[src/mpk_map.vh]
/*
  Timing counts and pin-level constants for the module power-key host controller.
  Assumes a 20 MHz system clock; counts are expressed in milliseconds and scaled by ticks per millisecond.
*/
`ifndef MPK_MAP_VH
`define MPK_MAP_VH
`define MPK_CLK_HZ          20000000
`define MPK_TICKS_PER_MS    16'h4e20
`define MPK_ON_PRESS_MS     16'h1388
`define MPK_OFF_PRESS_MS    16'h0bb8
`define MPK_WAKE_PRESS_MS   16'h1388
`define MPK_EOFF_PRESS_MS   16'h00c8
`define MPK_OFF_WAIT_MS     16'h03e8
`define MPK_OFF_TIMEOUT_MS  16'h3a98
`define MPK_ON_TIMEOUT_MS   16'h2710
`define MPK_MS_W            16
`define MPK_TICK_W          16
`define MPK_ST_W            4
`define MPK_ERR_NONE        2'h0
`define MPK_ERR_ON_FAIL     2'h1
`define MPK_ERR_OFF_FAIL    2'h2
`define MPK_ERR_REFUSED     2'h3
`endif

[src/mpk_ms_tick.v]
/*
  Millisecond enable divider for the power-key host controller.
  Assumes one system clock; emits a one-cycle pulse every ticks_per_ms cycles.
*/
`include "mpk_map.vh"
module mpk_ms_tick #(
  parameter [`MPK_TICK_W-1:0] TICKS_PER_MS = `MPK_TICKS_PER_MS
) (
  input  wire clk_sys_in,
  input  wire rst_b_in,
  output reg  ms_tick_out
);
  reg [`MPK_TICK_W-1:0] count;
  always @(posedge clk_sys_in or negedge rst_b_in) begin
    if (!rst_b_in) begin
      count       <= {`MPK_TICK_W{1'b0}};
      ms_tick_out <= 1'b0;
    end else if (count == TICKS_PER_MS - 1'b1) begin
      count       <= {`MPK_TICK_W{1'b0}};
      ms_tick_out <= 1'b1;
    end else begin
      count       <= count + 1'b1;
      ms_tick_out <= 1'b0;
    end
  end
endmodule

[src/mpk_host_ctrl.v]
/*
  Host-side power sequencer for a cellular module: power key and emergency-off open-drain drivers,
  powered-indicator monitoring, fast power-down request pin, and usb supply sense control.
  Assumes all inputs synchronous to clk_sys_in and external open-drain stages resolving the pins.
*/
`include "mpk_map.vh"
module mpk_host_ctrl #(
  parameter [`MPK_TICK_W-1:0] TICKS_PER_MS   = `MPK_TICKS_PER_MS,
  parameter [`MPK_MS_W-1:0]   ON_PRESS_MS    = `MPK_ON_PRESS_MS,
  parameter [`MPK_MS_W-1:0]   OFF_PRESS_MS   = `MPK_OFF_PRESS_MS,
  parameter [`MPK_MS_W-1:0]   WAKE_PRESS_MS  = `MPK_WAKE_PRESS_MS,
  parameter [`MPK_MS_W-1:0]   EOFF_PRESS_MS  = `MPK_EOFF_PRESS_MS,
  parameter [`MPK_MS_W-1:0]   OFF_WAIT_MS    = `MPK_OFF_WAIT_MS,
  parameter [`MPK_MS_W-1:0]   OFF_TIMEOUT_MS = `MPK_OFF_TIMEOUT_MS,
  parameter [`MPK_MS_W-1:0]   ON_TIMEOUT_MS  = `MPK_ON_TIMEOUT_MS
) (
  input  wire       clk_sys_in,
  input  wire       rst_b_in,
  input  wire       power_on_req_in,
  input  wire       power_off_req_in,
  input  wire       wake_req_in,
  input  wire       emergency_req_in,
  input  wire       quick_off_req_in,
  input  wire       main_supply_ok_in,
  input  wire       powered_indicator_in,
  input  wire       psm_active_in,
  input  wire       usb_present_in,
  output reg        power_key_out,
  output reg        power_key_oe_b_out,
  output reg        emergency_off_n_out,
  output reg        emergency_off_n_oe_b_out,
  output reg        quick_off_pin_out,
  output reg        usb_supply_sense_en_out,
  output reg        busy_out,
  output reg        module_on_out,
  output reg        deep_sleep_out,
  output reg        done_out,
  output reg [1:0]  error_out
);
  localparam [`MPK_ST_W-1:0] ST_IDLE     = 4'h0;
  localparam [`MPK_ST_W-1:0] ST_ON_PRESS = 4'h1;
  localparam [`MPK_ST_W-1:0] ST_ON_WAIT  = 4'h2;
  localparam [`MPK_ST_W-1:0] ST_OFF_PRS  = 4'h3;
  localparam [`MPK_ST_W-1:0] ST_OFF_WAIT = 4'h4;
  localparam [`MPK_ST_W-1:0] ST_EOFF     = 4'h5;
  localparam [`MPK_ST_W-1:0] ST_EOFF_REL = 4'h6;
  localparam [`MPK_ST_W-1:0] ST_WAKE     = 4'h7;
  localparam [`MPK_ST_W-1:0] ST_QOFF     = 4'h8;

  wire                  ms_tick;
  reg [`MPK_ST_W-1:0]   state;
  reg [`MPK_ST_W-1:0]   next_state;
  reg [`MPK_MS_W-1:0]   ms_count;
  reg                   next_clear;
  reg                   retried;
  reg                   next_retried;
  reg                   next_done;
  reg [1:0]             next_error;
  reg                   key_low;
  reg                   eoff_low;
  reg                   qoff_low;

  // time reached when the elapsed millisecond count meets the limit
  function elapsed;
    input [`MPK_MS_W-1:0] count;
    input [`MPK_MS_W-1:0] limit;
    begin
      elapsed = (count >= limit);
    end
  endfunction

  mpk_ms_tick #(
    .TICKS_PER_MS (TICKS_PER_MS)
  ) u_tick (
    .clk_sys_in  (clk_sys_in),
    .rst_b_in    (rst_b_in),
    .ms_tick_out (ms_tick)
  );

  always @* begin
    next_state   = state;
    next_clear   = 1'b0;
    next_retried = retried;
    next_done    = 1'b0;
    next_error   = `MPK_ERR_NONE;
    case (state)
      ST_IDLE: begin
        next_clear = 1'b1;
        if (emergency_req_in) begin
          if (powered_indicator_in && !psm_active_in) begin
            next_state = ST_EOFF;
          end else begin
            next_done  = 1'b1;
            next_error = `MPK_ERR_REFUSED;
          end
        end else if (quick_off_req_in && powered_indicator_in) begin
          next_state = ST_QOFF;
        end else if (power_off_req_in && powered_indicator_in) begin
          next_state = ST_OFF_PRS;
        end else if (wake_req_in && psm_active_in && !powered_indicator_in) begin
          next_state = ST_WAKE;
        end else if (power_on_req_in && !powered_indicator_in && main_supply_ok_in) begin
          next_retried = 1'b0;
          next_state   = ST_ON_PRESS;
        end
      end
      ST_ON_PRESS: begin
        if (elapsed(ms_count, ON_PRESS_MS)) begin
          next_clear = 1'b1;
          next_state = ST_ON_WAIT;
        end
      end
      ST_ON_WAIT: begin
        if (powered_indicator_in) begin
          next_done  = 1'b1;
          next_state = ST_IDLE;
        end else if (elapsed(ms_count, ON_TIMEOUT_MS)) begin
          next_clear = 1'b1;
          if (!retried) begin
            next_retried = 1'b1;
            next_state   = ST_EOFF;
          end else begin
            next_done  = 1'b1;
            next_error = `MPK_ERR_ON_FAIL;
            next_state = ST_IDLE;
          end
        end
      end
      ST_OFF_PRS: begin
        if (elapsed(ms_count, OFF_PRESS_MS)) begin
          next_clear = 1'b1;
          next_state = ST_OFF_WAIT;
        end
      end
      ST_OFF_WAIT: begin
        // the module detaches and closes its files first, so low is not trusted before the wait
        if (!powered_indicator_in && elapsed(ms_count, OFF_WAIT_MS)) begin
          next_done  = 1'b1;
          next_state = ST_IDLE;
        end else if (elapsed(ms_count, OFF_TIMEOUT_MS)) begin
          next_done  = 1'b1;
          next_error = `MPK_ERR_OFF_FAIL;
          next_state = ST_IDLE;
        end
      end
      ST_EOFF: begin
        if (elapsed(ms_count, EOFF_PRESS_MS)) begin
          next_clear = 1'b1;
          next_state = ST_EOFF_REL;
        end
      end
      ST_EOFF_REL: begin
        if (!powered_indicator_in) begin
          next_clear = 1'b1;
          if (retried) begin
            next_state = ST_ON_PRESS;
          end else begin
            next_done  = 1'b1;
            next_state = ST_IDLE;
          end
        end else if (elapsed(ms_count, OFF_TIMEOUT_MS)) begin
          next_done  = 1'b1;
          next_error = `MPK_ERR_OFF_FAIL;
          next_state = ST_IDLE;
        end
      end
      ST_WAKE: begin
        if (elapsed(ms_count, WAKE_PRESS_MS)) begin
          next_clear = 1'b1;
          next_state = ST_ON_WAIT;
        end
      end
      ST_QOFF: begin
        if (!powered_indicator_in) begin
          next_done  = 1'b1;
          next_state = ST_IDLE;
        end else if (elapsed(ms_count, OFF_TIMEOUT_MS)) begin
          next_done  = 1'b1;
          next_error = `MPK_ERR_OFF_FAIL;
          next_state = ST_IDLE;
        end
      end
      default: begin
        next_state = ST_IDLE;
      end
    endcase
  end

  always @* begin
    key_low  = (next_state == ST_ON_PRESS) || (next_state == ST_OFF_PRS) || (next_state == ST_WAKE);
    eoff_low = (next_state == ST_EOFF);
    qoff_low = (next_state == ST_QOFF);
  end

  always @(posedge clk_sys_in or negedge rst_b_in) begin
    if (!rst_b_in) begin
      state                    <= ST_IDLE;
      ms_count                 <= {`MPK_MS_W{1'b0}};
      retried                  <= 1'b0;
      power_key_out            <= 1'b0;
      power_key_oe_b_out       <= 1'b1;
      emergency_off_n_out      <= 1'b0;
      emergency_off_n_oe_b_out <= 1'b1;
      quick_off_pin_out        <= 1'b0;
      usb_supply_sense_en_out  <= 1'b0;
      busy_out                 <= 1'b0;
      module_on_out            <= 1'b0;
      deep_sleep_out           <= 1'b0;
      done_out                 <= 1'b0;
      error_out                <= `MPK_ERR_NONE;
    end else begin
      state   <= next_state;
      retried <= next_retried;
      if (next_clear) begin
        ms_count <= {`MPK_MS_W{1'b0}};
      end else if (ms_tick && ms_count != {`MPK_MS_W{1'b1}}) begin
        ms_count <= ms_count + 1'b1;
      end
      power_key_out            <= 1'b0;
      power_key_oe_b_out       <= ~key_low;
      emergency_off_n_out      <= 1'b0;
      emergency_off_n_oe_b_out <= ~eoff_low;
      // quick-off pin idles high while on, falls to request and during the off wait, stays low while off
      quick_off_pin_out        <= powered_indicator_in && !qoff_low && next_state != ST_OFF_WAIT;
      usb_supply_sense_en_out  <= usb_present_in && powered_indicator_in && !psm_active_in;
      busy_out                 <= (next_state != ST_IDLE);
      module_on_out            <= powered_indicator_in;
      deep_sleep_out           <= psm_active_in && !powered_indicator_in;
      done_out                 <= next_done;
      error_out                <= next_done ? next_error : error_out;
    end
  end
endmodule

[config.mk]
export PLATFORM = sky130hd
export DESIGN_NAME = mpk_host_ctrl
export DESIGN_NICKNAME = d
export VERILOG_FILES = /design/src/mpk_ms_tick.v /design/src/mpk_host_ctrl.v
export VERILOG_INCLUDE_DIRS = /design/src
export SDC_FILE = /design/constraint.sdc
export NUM_CORES = 1
export LEC_CHECK = 0
export ABC_CLOCK_PERIOD_IN_PS = 5900
export BUFFER_PORTS_ARGS = -buffer_cell sky130_fd_sc_hd__buf_2
export CAP_MARGIN = 40
export CORE_UTILIZATION = 50
export CTS_CLUSTER_DIAMETER = 120
export DETAILED_ROUTE_END_ITERATION = 16
export GPL_ROUTABILITY_DRIVEN = 0
export PLACE_DENSITY = 0.79
export SKIP_LAST_GASP = 1
export SLEW_MARGIN = 20
export SYNTH_ARGS = -nofsm -noshare
export SYNTH_HDL_FRONTEND = slang
export SYNTH_SLANG_ARGS = --single-unit
[constraint.sdc]
create_clock -name clk_sys_in -period 5.9 [get_ports clk_sys_in]
set_input_delay 0.59 -clock clk_sys_in [delete_from_list [all_inputs] [get_ports clk_sys_in]]
set_output_delay 0.59 -clock clk_sys_in [all_outputs]
set_load 0.1 [all_outputs]
==> summary.md <==
| Metric | Value |
|---|---|
| Outcome | completed |
| Seq cells post-synth | between 40 and 50 |
| Power, Total | about 1.1 mW |
| GR Util All Layers | 0.2098 |
| Average wire per standard cell | approximately 15 microns |
| Die height | roughly 78 microns |
| IO Count | 23 |
| Max-cap viol count | 0 |
| Final-stage net count | around 330 |
| ANT cells | 0 |
| Most frequent cells in the layout | dfrtp_1 (46), nand2_1 (30), nor2_1 (21) |
| Fill cell total of the finished layout | roughly 500 |
| Cells along the critical path | nor4_1 > nand2_1 > nand4b_1 > and3b_4 > or4b_4 > a21oi_1 |
| Initial antenna violation count | 0 |
| Final hold viol count | 0 |
| Crit-path slowest cell | or4b_4 |
| Final setup violating endpoints | 0 |
| Crit path DAT | ~2.8 ns |
| Top FF cell, synth | dfrtp_1 |
| Fmax | between 300 and 400 MHz |
| Post-route clock period utilization | 0.4376 |
| Area Overhead vs Synth | 7.886% |
| Root Driver | clkbuf_8 |
| Synth Instances | 300 |
| First-pass GRT wire length | just over 10 mm |
| Leakage | roughly 1.3 nW |
| Max-slew violations | 0 |
| Worst path max stage delay | about 0.72 ns |
| Clock Skews | 0.008894 ns |
| Req. time, crit path | about 6.1 ns |
| Synth top area share | 0.3986 |
| Post-synth ARST share | 1.000 |
| Commonest non-fill, non-tap cell in the layout | dfrtp_1 |
| Total negative slack | 0 ns |
| Library cells used by synthesis | 65 |
| CTS H-tree depth | 2 |
| DRT Pass-1 Iters | 4 |
| Syn Area/Cell | 9.626 sq um |
| Area leader, netlist | dfrtp_1 |
| Core Box Area | between 0.005 and 0.006 sq mm |
| Syn. warnings | 0 |
| Skew-Pair Late Insertion Delay | approximately 0.30 ns |
| Post-CTS setup buffer count | 0 |
| Final WL | between 5 and 6 mm |
| Largest net degree at the start of global routing | 28 |
| Cell internal pwr | about 0.62 mW |
| Net Sw Frac | 0.4213 |
| Syn Std Cell Area | 0.002888 sq mm |
| Clock slew at reported path FFs | approximately 0.1 ns |
| Power Density | approximately 340 mW/mm^2 |
| Minimum clock period after layout | approximately 2.6 ns |
| Setup CP Type | flip-flop to flip-flop |
| Die Wd | between 70 and 80 microns |
| Reg2Reg Setup Slack | around 3.3 ns |
| Initial Utilization | 0.5212 |
| Hold Path Class | input port to asynchronous set/reset pin |
| DRC | 0 |
| Vias per cell | 5.875 |
| Post-CTS sizing | 0 |
| DRT iter0 DRCs | 237 |
| RSZ-0062 raised after global routing | no |
| CP Launch Type | flip-flop |
| Placed wire-length estimate | just over 4 mm |
| Via count | between 2000 and 2500 |
| Grt total ovfl | 0 |
| Actual slew at the worst max-slew pin | 0.7994 ns |
| Vias in the first global route | ~2200 |
| Net Sw Power | between 0.4 and 0.5 mW |
| Fraction of layout instances using a drive strength above 1 | 0.1763 |
| Crit path max fanout | 16 |
| Peak VDD IR | ~0.28 mV |
| Comb pwr share | 0.361 |
| Clk buf depth | 2 |
| TritonCTS clock tree | yes |
| Post-synth EDFFs | 0 |
| Routed Antenna Nets | 0 |
| Sequential share of the synthesized area | 0.4168 |
| Synth top area cells | dfrtp_1 (40%), xnor2_1 (3.9%), nand2_1 (3.9%) |
| Total CTS buffers | 5 |
| Site row count | 27 |
| Post-CTS Hold Buffers | 0 |
| Clock Sinks | 48 |
| Sequential share of power | 0.371 |
| Share of power burned in the clock network | 0.268 |
| Slew HR | 0.4627 |
| Port bufs | 20 |
| Crit end category | flip-flop |
| DIE AREA | 0.006083 sq mm |
## worst max-delay path: cells and delay by family (launching register included)
kind	cells	cell delay, ns
DFF	1	0.46
AOI/OAI and AO/OA	1	0.20
and+or+nand+nor	5	1.83
## sequential cells by signal, summed over array words and instances (netlist names)
register / count
busy_out: 1
deep_sleep_out: 1
done_out: 1
emergency_off_n_oe_b_out: 1
error_out: 2
module_on_out: 1
ms_count: 16
power_key_oe_b_out: 1
quick_off_pin_out: 1
retried: 1
state: 4
u_tick.count: 16
u_tick.ms_tick_out: 1
usb_supply_sense_en_out: 1
## path summary, 6_finish.rpt
path	cells past startpoint	start	endpoint
min	1	rst_b_in	u_tick.count[0]
max	6	ms_count[14]	ms_count[13]
max in group asynchronous	2	rst_b_in	emergency_off_n_oe_b_out
max reg2reg	6	ms_count[14]	ms_count[13]
min reg2reg	1	u_tick.count[4]	u_tick.count[4]
min in group clk_sys_in	1	u_tick.count[4]	u_tick.count[4]
## per-stage QoR
stage	hold WS, ns	instance area (sq um)	cells	worst slack (ns)	util
after CTS	0.2630	3110	383	3.335	0.5614
after global routing	0.2904	3115	384	3.073	0.5623
after global placement	0.4647	2953	374	3.184	0.5330
final	0.2555	3115	384	3.318	0.5623
after detailed placement	0.4638	2973	375	3.091	0.5366
after floorplan	0.2944	2892	301	3.419	-
## area by class of cell
type / instances / area, sq um / share of cell area
Clock buffer: 5 / 68.82 / 0.02209
Clock inverter: 3 / 68.82 / 0.02209
Inverter: 6 / 22.52 / 0.007229
Multi-Input combinational cell: 228 / 1536 / 0.4932
Sequential cell: 48 / 1204 / 0.3863
Tap cell: 72 / 90.09 / 0.02892
Timing Repair Buffer: 22 / 125.1 / 0.04016
## power by group through the flow
stage	clock [mW]	combinational, mW	sequential, mW
6_report	0.288	0.387	0.398
4_1_cts	0.296	0.384	0.397
3_5_place_dp	0	0.383	0.403
5_1_grt	0.309	0.412	0.402
3_3_place_gp	0	0.378	0.403
2_1_floorplan	0	0.211	0.535
## cells by family (layout without fill, tap and decap cells)
group           Yosys count  after routing  synth area share
mux                       1              1          0.003466
simple gates            142            142            0.2994
compound gates           56             56            0.1400
other cells               1              2          0.001299
buf+inv                  25             36           0.05242
fa+ha+maj                 4              4           0.01690
flops                    48             48            0.4168
xor+xnor                 23             23           0.06976
## Yosys cell counts, drive strengths merged (3+ instances only)
master	instances
o21ai	15
nor4	9
nor3	8
nand2	30
nand4	6
inv	6
nor2	31
and3	7
xor2	10
clkbuf	6
xnor2	13
buf	13
ha	3
a21oi	11
or3	5
nand3	19
nor2b	8
o211a	3
dfrtp	46
## metal layers
metal | track usage | wire length [microns] | vias to the layer above
met1 | 0.2872 | 2603 | 1103
li1 | - | - | 1095
met2 | 0.3478 | 2868 | 54
met5 | 0 | 0 | -
met3 | 0.03529 | 257 | 4
met4 | 0.05000 | 32 | 0
Power figures use the tool's default switching activity.
